`src/inc/dpt_pkg.sv`:
```
// Package of constants for the discrete output pulse timer
package dpt_pkg;
  // ******************************************************
  // Bus map
  // ******************************************************
  localparam logic [7:0] ADDR_CTRL = 8'h00;
  localparam logic [7:0] ADDR_TIME_ON = 8'h04;
  localparam logic [7:0] ADDR_TIME_OFF = 8'h08;
  localparam logic [7:0] ADDR_VALUE = 8'h0C;
  localparam logic [7:0] ADDR_STEP = 8'h10;
  localparam logic [7:0] ADDR_STATUS = 8'h14;
  localparam logic [7:0] ADDR_TRIG = 8'h18;
  localparam logic [7:0] ADDR_LABEL_ON = 8'h20;
  localparam logic [7:0] ADDR_LABEL_OFF = 8'h30;
  localparam int LABEL_WORDS = 3;
  localparam int LABEL_CHARS = 10;
  // ******************************************************
  // Modes
  // ******************************************************
  localparam logic [1:0] MODE_OTHER = 2'h0;
  localparam logic [1:0] MODE_SINGLE = 2'h1;
  localparam logic [1:0] MODE_ALT = 2'h2;
  localparam logic [1:0] MODE_SCALED = 2'h3;
  // ******************************************************
  // Timing
  // ******************************************************
  localparam int CLK_HZ = 250_000_000;
  localparam int TICK_HZ = 100;
  localparam int TICK_CYCLES = CLK_HZ / TICK_HZ;
  localparam int DUR_W = 16;
  localparam logic [15:0] DUR_MIN = 16'h0001;
  localparam logic [15:0] DUR_DEFAULT = 16'h0064;
  localparam logic [1:0] HTRANS_NONSEQ = 2'h2;
  localparam logic [31:0] ZERO_WORD = 32'h0000_0000;
endpackage

```
`src/hw/dpt_label_mem.sv`:
```
// Small label memory with registered read data
`timescale 1ns/10ps
module dpt_label_mem
  import dpt_pkg::*;
#(
  parameter int DEPTH = 8
)
(
  input wire logic sys_clk,
  input wire logic wr_en,
  input wire logic [2:0] wr_addr,
  input wire logic [31:0] wr_data,
  input wire logic [2:0] rd_addr,
  output logic [31:0] rd_data
);
  logic [31:0] mem [DEPTH];

  always_ff @(posedge sys_clk)
  begin
    if (wr_en)
    begin
      mem[wr_addr] <= wr_data;
    end
  end

  always_ff @(posedge sys_clk)
  begin
    rd_data <= mem[rd_addr];
  end
endmodule

```
`src/hw/dpt_timer.sv`:
```
// Discrete output pulse timer with AHB-Lite register slave
//
// Overview of operation
// On-duration register sets energized time
// Durations clamp to at least one tick
// On and off durations default one second
// Single-pulse mode: one on-duration pulse
// Alternating mode toggles after each on-duration and each off-duration
// Scaled mode pulses per significance step
// Off-duration used only in alternating mode
// Other modes ignore on-duration
// Ten-character labels for both states
// Selected value mirrors output level
// Count 10 ms ticks from clock
`timescale 1ns/10ps
module dpt_timer
  import dpt_pkg::*;
#(
  parameter int TICK_DIV = TICK_CYCLES
)
(
  input wire logic sys_clk,
  input wire logic rst,
  input wire logic hsel,
  input wire logic [31:0] haddr,
  input wire logic [1:0] htrans,
  input wire logic hwrite,
  input wire logic [2:0] hsize,
  input wire logic [31:0] hwdata,
  input wire logic hready,
  output logic [31:0] hrdata,
  output logic hreadyout,
  output logic hresp,
  output logic dout,
  output logic selected_value
);
  // ******************************************************
  // State machine
  // ******************************************************
  typedef enum logic [2:0] {
    ST_IDLE = 3'b001,
    ST_ON = 3'b010,
    ST_OFF = 3'b100
  } dpt_state_t;

  dpt_state_t state;
  dpt_state_t next_state;
  logic [1:0] mode;
  logic enable;
  logic [DUR_W-1:0] time_on;
  logic [DUR_W-1:0] time_off;
  logic [31:0] value;
  logic [31:0] step;
  logic [31:0] reference;
  logic ref_valid;
  logic [DUR_W-1:0] remain;
  logic [31:0] tick_cnt;
  logic tick;
  logic trig;
  logic ph_wr;
  logic [7:0] ph_addr;
  logic lbl_rd;
  logic [31:0] lbl_data;
  logic lbl_wr;
  logic [3:0] lbl_widx;
  logic [3:0] lbl_ridx;
  logic [2:0] lbl_waddr;
  logic [2:0] lbl_raddr;
  logic scaled_due;
  // Clamp a duration to the minimum tick count
  function automatic logic [DUR_W-1:0] clamp_dur(input logic [31:0] d);
    return (d[DUR_W-1:0] < DUR_MIN) ? DUR_MIN : d[DUR_W-1:0];
  endfunction
  // Label index of a byte address, or invalid
  function automatic logic [3:0] label_index(input logic [7:0] a);
    if (a >= ADDR_LABEL_ON && a < ADDR_LABEL_ON + 8'(4 * LABEL_WORDS))
    begin
      return {2'b10, 2'((a - ADDR_LABEL_ON) >> 2)};
    end
    if (a >= ADDR_LABEL_OFF && a < ADDR_LABEL_OFF + 8'(4 * LABEL_WORDS))
    begin
      return {2'b11, 2'((a - ADDR_LABEL_OFF) >> 2)};
    end
    return 4'h0;
  endfunction
  // ******************************************************
  // Bus slave
  // ******************************************************
  wire logic accept = hsel && hready && htrans == HTRANS_NONSEQ;
  always_ff @(posedge sys_clk)
  begin
    if (rst)
    begin
      ph_wr <= 1'b0;
      ph_addr <= 8'h00;
    end
    else
    begin
      ph_wr <= accept && hwrite;
      ph_addr <= accept ? haddr[7:0] : ph_addr;
    end
  end
  always_ff @(posedge sys_clk)
  begin
    if (rst)
    begin
      hreadyout <= 1'b1;
      hresp <= 1'b0;
      lbl_rd <= 1'b0;
    end
    else
    begin
      hreadyout <= !(accept && !hwrite && lbl_ridx != 4'h0);
      hresp <= 1'b0;
      lbl_rd <= accept && !hwrite && lbl_ridx != 4'h0;
    end
  end
  assign lbl_widx = label_index(ph_addr);
  assign lbl_ridx = label_index(haddr[7:0]);
  assign lbl_wr = ph_wr && lbl_widx != 4'h0;
  assign lbl_waddr = lbl_widx[2:0];
  assign lbl_raddr = lbl_ridx[2:0];
  dpt_label_mem #(
    .DEPTH(8)
  ) u_labels (
    .sys_clk(sys_clk),
    .wr_en(lbl_wr),
    .wr_addr(lbl_waddr),
    .wr_data(hwdata),
    .rd_addr(lbl_raddr),
    .rd_data(lbl_data)
  );
  always_ff @(posedge sys_clk)
  begin
    if (rst)
    begin
      mode <= MODE_OTHER;
      enable <= 1'b0;
      time_on <= DUR_DEFAULT;
      time_off <= DUR_DEFAULT;
      value <= ZERO_WORD;
      step <= ZERO_WORD;
    end
    else if (ph_wr)
    begin
      case (ph_addr)
        ADDR_CTRL:
        begin
          mode <= hwdata[1:0];
          enable <= hwdata[2];
        end
        ADDR_TIME_ON: time_on <= clamp_dur(hwdata);
        ADDR_TIME_OFF: time_off <= clamp_dur(hwdata);
        ADDR_VALUE: value <= hwdata;
        ADDR_STEP: step <= hwdata;
        default: mode <= mode;
      endcase
    end
  end
  assign trig = ph_wr && ph_addr == ADDR_TRIG;
  always_ff @(posedge sys_clk)
  begin
    if (rst)
    begin
      hrdata <= ZERO_WORD;
    end
    else if (lbl_rd)
    begin
      hrdata <= lbl_data;
    end
    else if (accept && !hwrite)
    begin
      case (haddr[7:0])
        ADDR_CTRL: hrdata <= {29'h000_0000, enable, mode};
        ADDR_TIME_ON: hrdata <= {16'h0000, time_on};
        ADDR_TIME_OFF: hrdata <= {16'h0000, time_off};
        ADDR_VALUE: hrdata <= value;
        ADDR_STEP: hrdata <= step;
        ADDR_STATUS: hrdata <= {27'h000_0000, state, selected_value, dout};
        default: hrdata <= ZERO_WORD;
      endcase
    end
  end
  // ******************************************************
  // Tick divider
  // ******************************************************
  always_ff @(posedge sys_clk)
  begin
    tick <= !rst && tick_cnt == 32'(TICK_DIV - 1);
    if (rst || tick_cnt == 32'(TICK_DIV - 1))
    begin
      tick_cnt <= ZERO_WORD;
    end
    else
    begin
      tick_cnt <= tick_cnt + 32'h0000_0001;
    end
  end
  // ******************************************************
  // Scaled reference
  // ******************************************************
  assign scaled_due = ref_valid && (value - reference) > step;
  always_ff @(posedge sys_clk)
  begin
    if (rst || !enable || mode != MODE_SCALED)
    begin
      ref_valid <= 1'b0;
      reference <= ZERO_WORD;
    end
    else if (!ref_valid)
    begin
      ref_valid <= 1'b1;
      reference <= value;
    end
    else if (state == ST_IDLE && scaled_due)
    begin
      reference <= reference + step;
    end
  end
  // ******************************************************
  // Pulse sequencer
  // ******************************************************
  always_comb
  begin
    next_state = state;
    case (state)
      ST_IDLE:
      begin
        if (enable && (mode == MODE_ALT || (mode == MODE_SINGLE && trig)
          || (mode == MODE_SCALED && scaled_due)))
        begin
          next_state = ST_ON;
        end
      end
      ST_ON:
      begin
        if (!enable || mode == MODE_OTHER)
        begin
          next_state = ST_IDLE;
        end
        else if (tick && remain == DUR_MIN)
        begin
          next_state = mode == MODE_ALT ? ST_OFF : ST_IDLE;
        end
      end
      ST_OFF:
      begin
        if (!enable || mode != MODE_ALT)
        begin
          next_state = ST_IDLE;
        end
        else if (tick && remain == DUR_MIN)
        begin
          next_state = ST_ON;
        end
      end
      default: next_state = ST_IDLE;
    endcase
  end
  always_ff @(posedge sys_clk)
  begin
    if (rst)
    begin
      state <= ST_IDLE;
    end
    else
    begin
      state <= next_state;
    end
  end
  always_ff @(posedge sys_clk)
  begin
    if (rst)
    begin
      remain <= DUR_DEFAULT;
    end
    else if (next_state == ST_ON && state != ST_ON)
    begin
      remain <= time_on;
    end
    else if (next_state == ST_OFF && state != ST_OFF)
    begin
      remain <= time_off;
    end
    else if (tick && remain > DUR_MIN)
    begin
      remain <= remain - DUR_MIN;
    end
  end
  always_ff @(posedge sys_clk)
  begin
    if (rst)
    begin
      dout <= 1'b0;
      selected_value <= 1'b0;
    end
    else
    begin
      dout <= next_state == ST_ON;
      selected_value <= next_state == ST_ON;
    end
  end
endmodule

```
`config.mk`:
```
export PLATFORM = sky130hd
export DESIGN_NAME = dpt_timer
export DESIGN_NICKNAME = d
export VERILOG_FILES = /design/src/inc/dpt_pkg.sv /design/src/hw/dpt_label_mem.sv /design/src/hw/dpt_timer.sv
export SDC_FILE = /design/constraint.sdc
export NUM_CORES = 1
export LEC_CHECK = 0
export ABC_AREA = 1
export BUFFER_PORTS_ARGS = -buffer_cell sky130_fd_sc_hd__buf_2
export CAP_MARGIN = 30
export CORE_MARGIN = 2
export CORE_UTILIZATION = 40
export CTS_CLUSTER_DIAMETER = 50
export DETAILED_ROUTE_END_ITERATION = 16
export PLACE_DENSITY_LB_ADDON = 0.1
export SLEW_MARGIN = 25
export SYNTH_ARGS = -nofsm -noshare
export SYNTH_HDL_FRONTEND = slang
export SYNTH_SLANG_ARGS = --single-unit
```
`constraint.sdc`:
```
create_clock -name sys_clk -period 6.5 [get_ports sys_clk]
set_input_delay 0.975 -clock sys_clk [delete_from_list [all_inputs] [get_ports sys_clk]]
set_output_delay 0.975 -clock sys_clk [all_outputs]
set_load 0.02 [all_outputs]
```
==> summary by stage, run 1 <==
Run status
The run finished with clean final reports.

Die
The floorplan step set the die height to 242 um. The initial cell density of the core is 40.3%. The total number of placement rows is 87. The I/O pin total is 110. The die area is 58700 um^2.

The floorplan step set the die width to 242 um. The area of the core is 56300 um^2.

Cells and area
The commonest non-fill, non-tap cell in the layout is sky130_fd_sc_hd__nand2_1. In the layout the commonest cells are sky130_fd_sc_hd__nand2_1 (493), sky130_fd_sc_hd__inv_1 (291), sky130_fd_sc_hd__nor2_1 (262), sky130_fd_sc_hd__dfxtp_1 (260), sky130_fd_sc_hd__o21ai_0 (249). The final layout net count is 2963. The final non-filler cell total is 3596. 0 antenna diodes ended up in the layout.

The layout overhead on the synthesized area is 14.2%. The post-route netlist has 9.89% of its cells at a drive strength greater than 1. Counting the fill cells in the layout gives 5592.

Clocking
The root buffer cell is sky130_fd_sc_hd__clkbuf_16. The clock tree from TritonCTS is done. Once the clock tree was built, the setup fixing pass inserted 0 buffers. The clock transition at the registers of the reported paths is 0.06 ns. The clock passes through at most 3 buffers. The sink count of the clock tree is 452. At the later pin of the worst-skew pair, clock insertion delay measures 0.63 ns. Clock tree synthesis inserted a total of 61 buffers. Once the clock tree was built, the resizer swapped 0 gates to a different size. The clock tree synthesis step divided the H-tree into 2 levels. The number of hold-repair buffers added at the cts stage is 0.

Worst setup path
The most used cell along the critical path is sky130_fd_sc_hd__nand2_1. The worst setup path category is flip-flop to flip-flop. The kind of end point of the critical path is a flip-flop. The cell family contributing the most delay on the critical path is simple AND/OR/NAND/NOR gates. In this run the worst path has a maximum fanout of 22. The delay of the slowest cell on the worst path is 0.54 ns.

On the critical path, the stage with the largest delay is an instance of sky130_fd_sc_hd__o21ai_0. The required time of the critical path is 7.02 ns. The arrival time of data at the critical path endpoint is 5.52 ns. The worst setup path is launched from a flip-flop. Counting both buffers and inverters, the worst setup path holds a total of 3.

Drt
The detailed-route via count is 19361. The first detailed-routing pass ran for 7 iterations. The DRC violation total after the first TritonRoute iteration is 1287.

Once detail routing completed, the nets flagged for antenna violations numbered 0. Summed over all layers, the routed wires come to 70500 um. The average vias per placed instance is 5.38. In the routed design, unresolved DRC markers number 0. In the final routed layout, each cell accounts on average for 19.6 um.

Power
The cell leakage power is 9.98 nW. In this run the power density over the cells is 247 nW/um^2. The worst IR drop on VDD is 0.000184 V.

Placement
The port buffer count is 81. Detailed placement ended at an HPWL of 50100 um. The number of placed instances, taps included is 3482.

The final weighted congestion of routability-driven global placement is 0.904.

Yosys
In the synthesized netlist the dominant register cell turns out to be sky130_fd_sc_hd__dfxtp_1. Measured against the total synthesized area, the mux share comes to 0%. Summing the sequential cell areas from Yosys gives 48.3% of the chip area. After synthesis, the largest family of logic cells by area is simple AND/OR/NAND/NOR gates. The fraction of the mapped netlist area in compound gates is 17.1%. Yosys printed 0 warnings. The cell accounting for the most synthesized area is sky130_fd_sc_hd__edfxtp_1.

The synthesized netlist cell count is 2724. The synthesized cell area is 22700 um^2. The area share of and/or/nand/nor cells after synthesis is 19.0%. After synthesis, the cell types taking the most area are sky130_fd_sc_hd__edfxtp_1 (25%), sky130_fd_sc_hd__dfxtp_1 (23%), sky130_fd_sc_hd__nand2_1 (8.2%). The number of distinct library cells after synthesis is 62. In the synthesized netlist the async set-or-reset flop fraction comes to 0%. After synthesis, the largest area contributor takes up 25.4% of total cell area.

The parity-gate share of the synthesized area counting xor and xnor cells is 2.85%. The post-synthesis share of cell area spent on full adders, half adders and majority gates is 5.52%. The mean instance size in the synthesized netlist is 8.34 um^2. The number of nets in the synthesized netlist is 2897. The synthesized design contains 452 register bits. The number of enable-type register cells in the synthesized netlist is 192.

Global route
Entering global routing, the biggest net connects 104 pins. The via count of the first global-routing pass is 18824. The first global-routing pass estimated 109000 um of wire. The initial antenna violation count came to 2. Global routing used 23.6% of the available tracks. The global route total overflow is 0.

Timing
The maximum clock frequency is 200 MHz. The number of endpoints with negative hold slack in the final report is 0. The sum of negative setup slack is 0 ns. The final period demand of the worst path is 5.00 ns.

Of the available clock period, the critical path in the final layout requires 77.0%. At the pin with the least slew margin, the transition time is 1.00 ns. For the final database, setup skew stands at 0.0254 ns. The setup-violating endpoint count in the final report is 0. The worst pin sits at a relative slew slack of 33.1%. The max-slew violation count was 0. Setup repair after global routing left no endpoint under its margin.

Flow run
The tool flagged a number of max-cap violations equal to 0.

Min path
The path class of the tightest hold or removal check is flip-flop to flip-flop.
[synthesized netlist by cell type (5+ instances only)]
library cell / n
sky130_fd_sc_hd__a21boi_0: 5
sky130_fd_sc_hd__a21o_1: 8
sky130_fd_sc_hd__a21oi_1: 213
sky130_fd_sc_hd__a31oi_1: 63
sky130_fd_sc_hd__buf_1: 10
sky130_fd_sc_hd__buf_2: 11
sky130_fd_sc_hd__clkbuf_1: 85
sky130_fd_sc_hd__dfxtp_1: 260
sky130_fd_sc_hd__edfxtp_1: 192
sky130_fd_sc_hd__ha_1: 97
sky130_fd_sc_hd__inv_1: 293
sky130_fd_sc_hd__inv_2: 13
sky130_fd_sc_hd__nand2_1: 494
sky130_fd_sc_hd__nand3_1: 99
sky130_fd_sc_hd__nand3_2: 7
sky130_fd_sc_hd__nand3b_1: 7
sky130_fd_sc_hd__nand4_1: 25
sky130_fd_sc_hd__nor2_1: 266
sky130_fd_sc_hd__nor2_2: 6
sky130_fd_sc_hd__nor2_4: 5
sky130_fd_sc_hd__nor3_1: 34
sky130_fd_sc_hd__nor3_2: 5
sky130_fd_sc_hd__nor3b_1: 6
sky130_fd_sc_hd__nor4_1: 17
sky130_fd_sc_hd__o2111ai_1: 10
sky130_fd_sc_hd__o211ai_1: 8
sky130_fd_sc_hd__o21a_1: 7
sky130_fd_sc_hd__o21ai_0: 249
sky130_fd_sc_hd__o21ai_1: 18
sky130_fd_sc_hd__o21ai_2: 5
sky130_fd_sc_hd__o21bai_1: 5
sky130_fd_sc_hd__o22ai_1: 51
sky130_fd_sc_hd__o311ai_0: 28
sky130_fd_sc_hd__or2_2: 5
sky130_fd_sc_hd__xnor2_1: 21
sky130_fd_sc_hd__xor2_1: 53
[metal layers]
metal  track usage [%]  part of all wire (%)
met5                 0                 0.018
met4              7.73                   2.9
met3              2.88                   4.9
met2              38.7                    46
met1              32.5                    46
[worst reg2reg max path: cells and delay by family (launching register included)]
family | cells | cell delay, ns
compound gates | 7 | 1.57
xor+xnor | 1 | 0.12
fa+ha+maj | 3 | 0.69
buf+inv | 3 | 0.30
flops | 1 | 0.43
simple gates | 15 | 1.80
[state kept, by name, indices dropped and copies added, names as in the netlist, 2 cells and up]
name	flops
value	32
remain	16
tick_cnt	32
step	32
mode	2
time_on	16
u_labels.mem	192
time_off	16
state	3
reference	32
u_labels.rd_data	32
ph_addr	8
hrdata	32
[area by class of cell]
class | instances | area [um^2] | share of cell area (%)
tap | 756 | 946 | 3.65
multi-input combinational | 1853 | 10200 | 39.2
sequential | 452 | 11000 | 42.3
clock inverter | 38 | 369 | 1.42
timing repair buffer | 115 | 688 | 2.65
inverter | 307 | 1150 | 4.46
clock buffer | 75 | 1630 | 6.29
[stage by stage]
stage,util (%),power [W],hold slack [ns],area [um^2],setup slack (ns)
4_1_cts,46.0,0.00648,0.446,25900,1.57
3_3_place_gp,42.4,0.00318,0.425,23900,1.56
5_1_grt,46.1,0.00660,0.465,25900,1.08
3_5_place_dp,42.5,0.00319,0.435,23900,1.60
6_report,46.1,0.00642,0.442,25900,1.50
2_1_floorplan,-,0.00311,0.413,22700,2.75
[report_power, final]
part,switching (W),internal [W],leakage (nW)
combinational,0.000116,0.0000369,5.20
sequential,0.00000722,0.00297,3.83
clock,0.00133,0.00195,0.945
total,0.00145,0.00496,9.98
[worst paths after layout]
| check | from | to | slack (ns) | cells after the start |
|---|---|---|---|---|
| max | value[0] | remain[7] | 1.50 | 29 |
| min | tick_cnt[0] | tick_cnt[0] | 0.44 | 1 |
| max reg2reg | value[0] | remain[7] | 1.50 | 29 |
| min reg2reg | tick_cnt[0] | tick_cnt[0] | 0.44 | 1 |
[kinds of logic (layout without fill, tap and decap cells)]
family,count (synthesis),in the layout
DFF,452,452
xor gates and xnor gates,74,74
other,1,1
buffers and inverters,419,535
and+or+nand+nor,993,993
adders and majority gates,99,99
AOI/OAI and AO/OA,686,686
No activity file was read; power rests on OpenSTA's default activity.
==> inputs of run 2 (changes only) <==
Clock period 6.5 ns to 4 ns, I/O delays scaled along.
==> run 2 against run 1 <==
  * The run now ends with setup timing left
  * Non-clock buffer count grew 162
  * Die area unchanged
  * Maximum frequency up 25%
  * Clock skew about the same
  * Register-to-register slack worse by 1.5 ns
  * Core utilization increased by 4.4 points
  * Largest power group unchanged
==> summary by stage, run 2 (synthesis results as in run 1) <==
Run status
The run finished, with violations left. The checks that failed: setup timing.

Drt
After detailed routing, the total wire length is 75200 um. The first routing iteration left 1423 violations. In the routed layout, each cell is associated on average with a via count of 5.36. The average detailed-routed wire length per instance is 19.9 um. The number of nets with antenna violations after routing is 0. The detailed router placed 20203 vias in this run. The number of remaining DRC errors is 0. The number of detailed-route iterations in the first pass is 7.

Cells and area
The repair_antennas step left the layout with diodes totalling 0. Of the cells placed in the final design, the portion with a size suffix greater than 1 is 19.2%. Registers take 11000 um^2.

Counting flops per register, the top entry is u_labels.mem. For this run, the number of standard cells in the final layout without fillers is 3771. The register with the most flip-flops in the layout has 192 of them. The total area of multi-input combinational cells is 10800 um^2. The library cells used most frequently in the layout, excluding fill and tap cells, are sky130_fd_sc_hd__nand2_1 (471), sky130_fd_sc_hd__inv_1 (283), sky130_fd_sc_hd__nor2_1 (260), sky130_fd_sc_hd__dfxtp_1 (253), sky130_fd_sc_hd__o21ai_0 (233). The final layout net count is 3133. Leaving out fill and tap cells, the most frequent cell in the layout is sky130_fd_sc_hd__nand2_1. The layout overhead on the synthesized area is 25.0%. Counting the fill cells in the layout gives 5398. Measured on the finished design, the core utilization comes to 50.4%.

Once layout is done, the placed cells without fillers occupy 28400 um^2.

Worst setup path
The critical path is of the flip-flop to flip-flop type. The required time of the critical path is 4.48 ns. The worst setup path is launched from a flip-flop.

The register-to-register setup slack is -0.005 ns. The end of the worst register-to-register path is remain[3]. The cell with the largest stage delay on the worst path is sky130_fd_sc_hd__dfxtp_2. The most numerous cell type found on the critical path is sky130_fd_sc_hd__nand2_4.

The kind of end point of the critical path is a flip-flop. For the worst setup path, the data arrival time is 4.48 ns. The worst register-to-register path has a depth of 29. The maximum net fanout on the critical path is 6. The largest single stage delay on the critical path is 0.32 ns.

The launching point of the worst reg2reg path is reference[2].

Flow run
The tool flagged a number of max-cap violations equal to 0.

Placement
During placement, the flow inserted port buffers numbering 81. At the placement stage, the worst setup path has a slack of -0.502 ns. The final weighted congestion of routability-driven global placement is 0.907. The placed wire-length estimate is 52500 um. Summing all placed instances gives a cell area of 25000 um^2.

The number of placed instances, taps included is 3622.

Die
The area of the core is 56300 um^2. The die is 242 um tall. The total number of placement rows is 87. In this run the horizontal extent of the chip is 242 um.

The I/O pin total is 110. The initial cell density of the core is 40.3%. The die area is 58700 um^2.

Timing
The final clock skew is 0.0253 ns. The maximum clock frequency is 250 MHz. The smallest clock period supported by the final layout is computed as 4.01 ns. The relative max-transition margin is 35.2%. Once routing completed, OpenROAD measured the worst setup slack at -0.00543 ns. Setup repair after global routing could not meet its margin everywhere. At the pin with the least slew margin, the transition time is 0.972 ns.

The max-slew violation count is 0. Setup violations remaining at the end of the flow were counted as 1. The number of endpoints with negative hold slack in the final report came to 0. The worst path uses 100% of the clock period.

Clocking
The number of hold buffers added after CTS was 0. The clock tree from TritonCTS is done. In this run the number of H-tree levels came out at 3. The sink count of the clock tree is 452. Clock-pin slew was measured on the worst setup and hold paths at 0.05 ns. The number of clock buffers inserted by TritonCTS is 67. No sink is reached through more buffers than the 3 on the longest clock path. The clock latency of the later-clocked register in the worst-skew pair is 0.61 ns. The root buffer cell is sky130_fd_sc_hd__clkbuf_16.

Min path
The worst hold path begins at haddr[0]. The path with the worst hold slack has its endpoint at ph_addr[0]. The worst hold path belongs to the class primary input to flip-flop. The number of cells traversed by the worst hold path is 3.

Global route
The first-pass GRT wire length is 115000 um. The pin count of the biggest net entering global routing is 103. The initial antenna violation count is 0. The via count of the first global-routing pass is 19807. The total routing usage reported by global routing is 25.2%.

The global route total overflow is 0.

Power
Overall power consumption after layout is estimated at 0.0113 W. The worst IR drop on VDD is 0.000292 V. The analysis attributes to cell leakage a power of 11.2 nW. For this design the ratio of total power to cell area is 398 nW/um^2.
==> run 2: cell count changes in the layout (fill, tap and decap cells not counted), moves of 8 or more <==
cell,delta
sky130_fd_sc_hd__o21ai_0,-16
sky130_fd_sc_hd__o21ai_1,+8
sky130_fd_sc_hd__buf_4,+144
sky130_fd_sc_hd__a21oi_1,-25
sky130_fd_sc_hd__nand3_1,-16
sky130_fd_sc_hd__inv_1,-8
sky130_fd_sc_hd__nand3_2,+12
sky130_fd_sc_hd__buf_6,+10
sky130_fd_sc_hd__a21oi_2,+22
sky130_fd_sc_hd__nand2_2,+18
sky130_fd_sc_hd__ha_1,-16
sky130_fd_sc_hd__nand2_1,-22
sky130_fd_sc_hd__ha_4,+16
sky130_fd_sc_hd__clkbuf_16,+11
==> run 2: worst max path at each step <==
stage                   from      endpoint  slack [ns]  depth (start not counted)
2_1_floorplan       value[0]     remain[4]        0.25                         30
3_3_place_gp        value[0]    remain[11]       -0.44                         29
3_5_place_dp        value[0]     remain[1]       -0.50                         29
5_1_grt        reference[11]    remain[14]       -0.24                         28
6_report        reference[2]     remain[3]      -0.005                         29
4_1_cts             value[0]  reference[5]       -0.18                         28
==> run 2: worst max-delay path, delay by kind of cell, from the launching register on <==
family | cells | cell delay (ns)
and+or+nand+nor | 14 | 1.27
AOI/OAI and AO/OA | 8 | 1.03
adders and majority gates | 2 | 0.57
buffers and inverters | 4 | 0.54
DFF | 1 | 0.32
xor gates and xnor gates | 1 | 0.14
==> run 2: final cells by class <==
cell class / count / share of cell area (%)
well taps: 756 / 3.33
repair buffers: 277 / 7.29
clock inverters: 39 / 1.72
clock buffers: 85 / 6.72
multi-input cells: 1855 / 38.1
flip-flops and latches: 452 / 38.7
inverters: 307 / 4.18
==> run 2: what timing repair did <==
item	in CTS	in global routing
endpoints found under the setup margin	51	51
buffers inserted	5	11
gates resized for setup	50	122
pin swaps	25	54
cloned	3	5
==> run 2: routing by layer <==
metal	wire length [um]	vias up	global-route usage, %
li1	-	9836	-
met4	3080	0	9.97
met5	0	-	0
met2	34400	649	40.5
met3	4010	150	3.81
met1	33700	9568	34.0
==> run 2: where the power goes <==
part           total (W)  switching [W]  internal, W
clock            0.00620        0.00230      0.00390
combinational   0.000253       0.000192    0.0000609
sequential       0.00483      0.0000101      0.00482
total             0.0113        0.00250      0.00879
==> run 2: metrics by stage <==
stage / TNS [ns] / hold WS (ns)
after floorplan: 0 / 0.413
after global placement: -15.21 / 0.425
after detailed placement: -18.79 / 0.439
after CTS: -6.20 / 0.215
after global routing: -5.98 / 0.249
final: -0.00543 / 0.247
==> inputs of run 3 (changes only) <==
==> constraint.sdc (replaced) <==
create_clock -name sys_clk -period 5 [get_ports sys_clk]
set_input_delay 0.5 -clock sys_clk [delete_from_list [all_inputs] [get_ports sys_clk]]
set_output_delay 0.5 -clock sys_clk [all_outputs]
set_load 0.02 [all_outputs]
==> run 3 against run 2 <==
  * The run now ends clean
  * Die area stayed put
  * Critical path depth stayed put
  * Total power is 26% lower
  * Via count is 3.6% lower
  * Maximum frequency is 13% lower
  * Critical endpoint is now remain[7]
  * Sequential power is 20% lower
  * Global-route usage is 1.1 points lower
==> summary by stage, run 3 (synthesis results as in run 1) <==
Timing
Summed over all failing endpoints, the final setup total negative slack is 0 ns. The final clock skew is 0.0393 ns. The worst pin sits at a relative slew slack of 37.5%. Setup repair after global routing left no endpoint under its margin. The ratio of final minimum period to clock period is 91.7%. Setup violations remaining at the end of the flow were counted as 0. The maximum clock frequency is 218 MHz.

At the pin with the least slew margin, the transition time is 0.934 ns. The number of endpoints with negative hold slack in the final report is 0. The max-slew violation count is 0. Counting I/O delays and the setup requirement, the final critical path takes 4.59 ns.

Setup slack closes at 0.415 ns.

Placement
The port buffer count is 81. Detailed placement finished with a half-perimeter wire length of 50600 um. At the placement stage, the worst setup path has a slack of 0.227 ns.

The final weighted congestion of routability-driven global placement is 0.900. In this run, placement finished with an instance count of 3502. Summing all placed instances gives a cell area of 24100 um^2.

Cells and area
The repair_antennas step left the layout with diodes totalling 0. The flip-flop count of the largest register after layout is 192. Leaving out fill and tap cells, the most frequent cell in the layout is sky130_fd_sc_hd__nand2_1. The final instance area is 26100 um^2.

The post-route netlist has 10.8% of its cells at a drive strength greater than 1. u_labels.mem holds more flip-flops than any other register. For this run, the number of standard cells in the final layout without fillers is 3611. The final layout net count is 2979. The library cells used most frequently in the layout, excluding fill and tap cells, are sky130_fd_sc_hd__nand2_1 (491), sky130_fd_sc_hd__inv_1 (291), sky130_fd_sc_hd__nor2_1 (262), sky130_fd_sc_hd__dfxtp_1 (260), sky130_fd_sc_hd__o21ai_0 (248). The layout overhead on the synthesized area is 14.9%.

Die
During I/O placement, the number of pins put on the boundary was 110. The die covers 58700 um^2. The horizontal die dimension is 242 um.

The floorplan die height is 242 um. The initial cell density of the core is 40.3%. The total area inside the core boundary comes to 56300 um^2. Row generation in the floorplan step produced 87 rows.

Power
The cell internal power dissipation is 0.00647 W. The sequential share of power is 46.5%. The fraction of power consumed by the clock network is 51.1%. Across the VDD grid, the largest voltage drop is 0.000284 V. The cell leakage power is 10.1 nW.

The total power per unit cell area is 319 nW/um^2. Net switching is 22.2% of the power. The relative contribution of combinational cells to total power is 2.4%. The power dissipated by switching net loads is 0.00185 W.

Clocking
No sink is reached through more buffers than the 3 on the longest clock path. The later pin in the worst-skew pair is clocked with a latency of 0.63 ns. The clock transition at the registers of the reported paths is 0.05 ns. The H-tree depth is 2. CTS placed an instance of sky130_fd_sc_hd__clkbuf_16 at the clock tree root.

Clock tree synthesis inserted a total of 58 buffers. TritonCTS built the clock tree. For this design, the CTS-stage hold fixing added 0 buffers.

The sink count of the clock tree is 452.

Run status
The flow ran to the end, and the final reports show no timing, DRC or antenna violations.

Worst setup path
STA classifies the critical path endpoint as a flip-flop. The arrival time of data at the critical path endpoint is 5.10 ns. The critical path in this run is classified as flip-flop to flip-flop.

The most used cell along the critical path is sky130_fd_sc_hd__nand2_1. The type of origin of the critical path is a flip-flop. The delay of the slowest cell on the worst path is 0.40 ns. The beginning of the critical path is value[0]. The most critical setup path has its endpoint at remain[7]. Data on the critical path is required at its endpoint by 5.51 ns. The startpoint identified for the worst register-to-register timing path is value[0]. For the worst flop-to-flop path, the logic depth is 29. For flop-to-flop paths, the worst setup slack is 0.41 ns.

Of all nets on the critical path, the largest fanout is 16. In this run the critical register-to-register path is captured at remain[7]. The slowest stage of the critical path belongs to the cell sky130_fd_sc_hd__fa_1.

Drt
In the routed layout, each cell is associated on average with a via count of 5.39. For this block, the initial DRC count from the detailed router was 1439. The number of detailed-route iterations in the first pass is 5. The average detailed-routed wire length per instance is 19.7 um. The number of remaining DRC errors is 0.

The routed layout has 19466 vias. The count of nets left with antenna violations once routing finished came out at 0. The total wire length after detailed routing is 71200 um.

Global route
The global route total overflow is 0. The via count of the first global-routing pass was 18788. Entering global routing, the biggest net connects 67 pins. The initial antenna violation count came to 1. The first global-routing pass estimated 111000 um of wire. For this run, the total global-route usage over all layers was measured as 24.1%.

Min path
The hold path startpoint is haddr[7]. The min-delay analysis places its worst path in the category primary input to flip-flop.

Flow run
The max-cap check violation count is 0.
-- run 3: area by class of cell --
| type | count | area (um^2) |
|---|---|---|
| fillers | 5628 | 30200 |
| flip-flops and latches | 452 | 11000 |
| multi-input cells | 1853 | 10200 |
| clock buffers | 80 | 1630 |
| inverters | 307 | 1150 |
| well taps | 756 | 946 |
| repair buffers | 134 | 836 |
| clock inverters | 29 | 350 |
-- run 3: timing repair --
action                     4_1_cts  5_1_grt
setup buffers                    0        0
gates resized for setup          0        8
setup endpoints to repair        0       36
-- run 3: worst min path at each step --
stage / endpoint / slack (ns) / depth (start not counted)
5_1_grt: ph_addr[7] / 0.11 / 3
4_1_cts: ph_addr[7] / 0.09 / 3
3_3_place_gp: tick_cnt[0] / 0.43 / 1
3_5_place_dp: tick_cnt[0] / 0.45 / 1
6_report: ph_addr[7] / 0.12 / 3
2_1_floorplan: tick_cnt[0] / 0.41 / 1
-- run 3: per-layer routing --
| layer | track usage (%) | share of wire (%) | vias up |
|---|---|---|---|
| met2 | 39.1 | 46 | 553 |
| met1 | 33.3 | 46 | 9301 |
| met3 | 3.07 | 5.7 | 103 |
| met5 | 0 | 0.015 | - |
| li1 | - | - | 9507 |
| met4 | 7.43 | 2.7 | 2 |
-- run 3: critical path: cells and delay by family (launching register included) --
family,cells,cell delay (ns)
compound gates,3,0.57
xor+xnor,1,0.18
fa+ha+maj,3,0.83
buf+inv,4,0.37
flops,1,0.34
simple gates,18,2.20
-- run 3: per-stage QoR --
| step | utilization [%] | hold WS (ns) | total power [W] |
|---|---|---|---|
| 2_1_floorplan | - | 0.413 | 0.00404 |
| 3_5_place_dp | 42.8 | 0.447 | 0.00414 |
| 3_3_place_gp | 42.7 | 0.426 | 0.00414 |
| 5_1_grt | 46.3 | 0.113 | 0.00859 |
| 6_report | 46.3 | 0.125 | 0.00832 |
| 4_1_cts | 46.3 | 0.0928 | 0.00841 |
-- run 3: power groups by stage --
stage / clock (W) / sequential (W) / combinational (W)
after CTS: 0.00435 / 0.00387 / 0.000199
after floorplan: 0 / 0.00394 / 0.0000944
after global routing: 0.00451 / 0.00387 / 0.000219
after detailed placement: 0 / 0.00395 / 0.000198
final: 0.00426 / 0.00387 / 0.000199
after global placement: 0 / 0.00395 / 0.000195
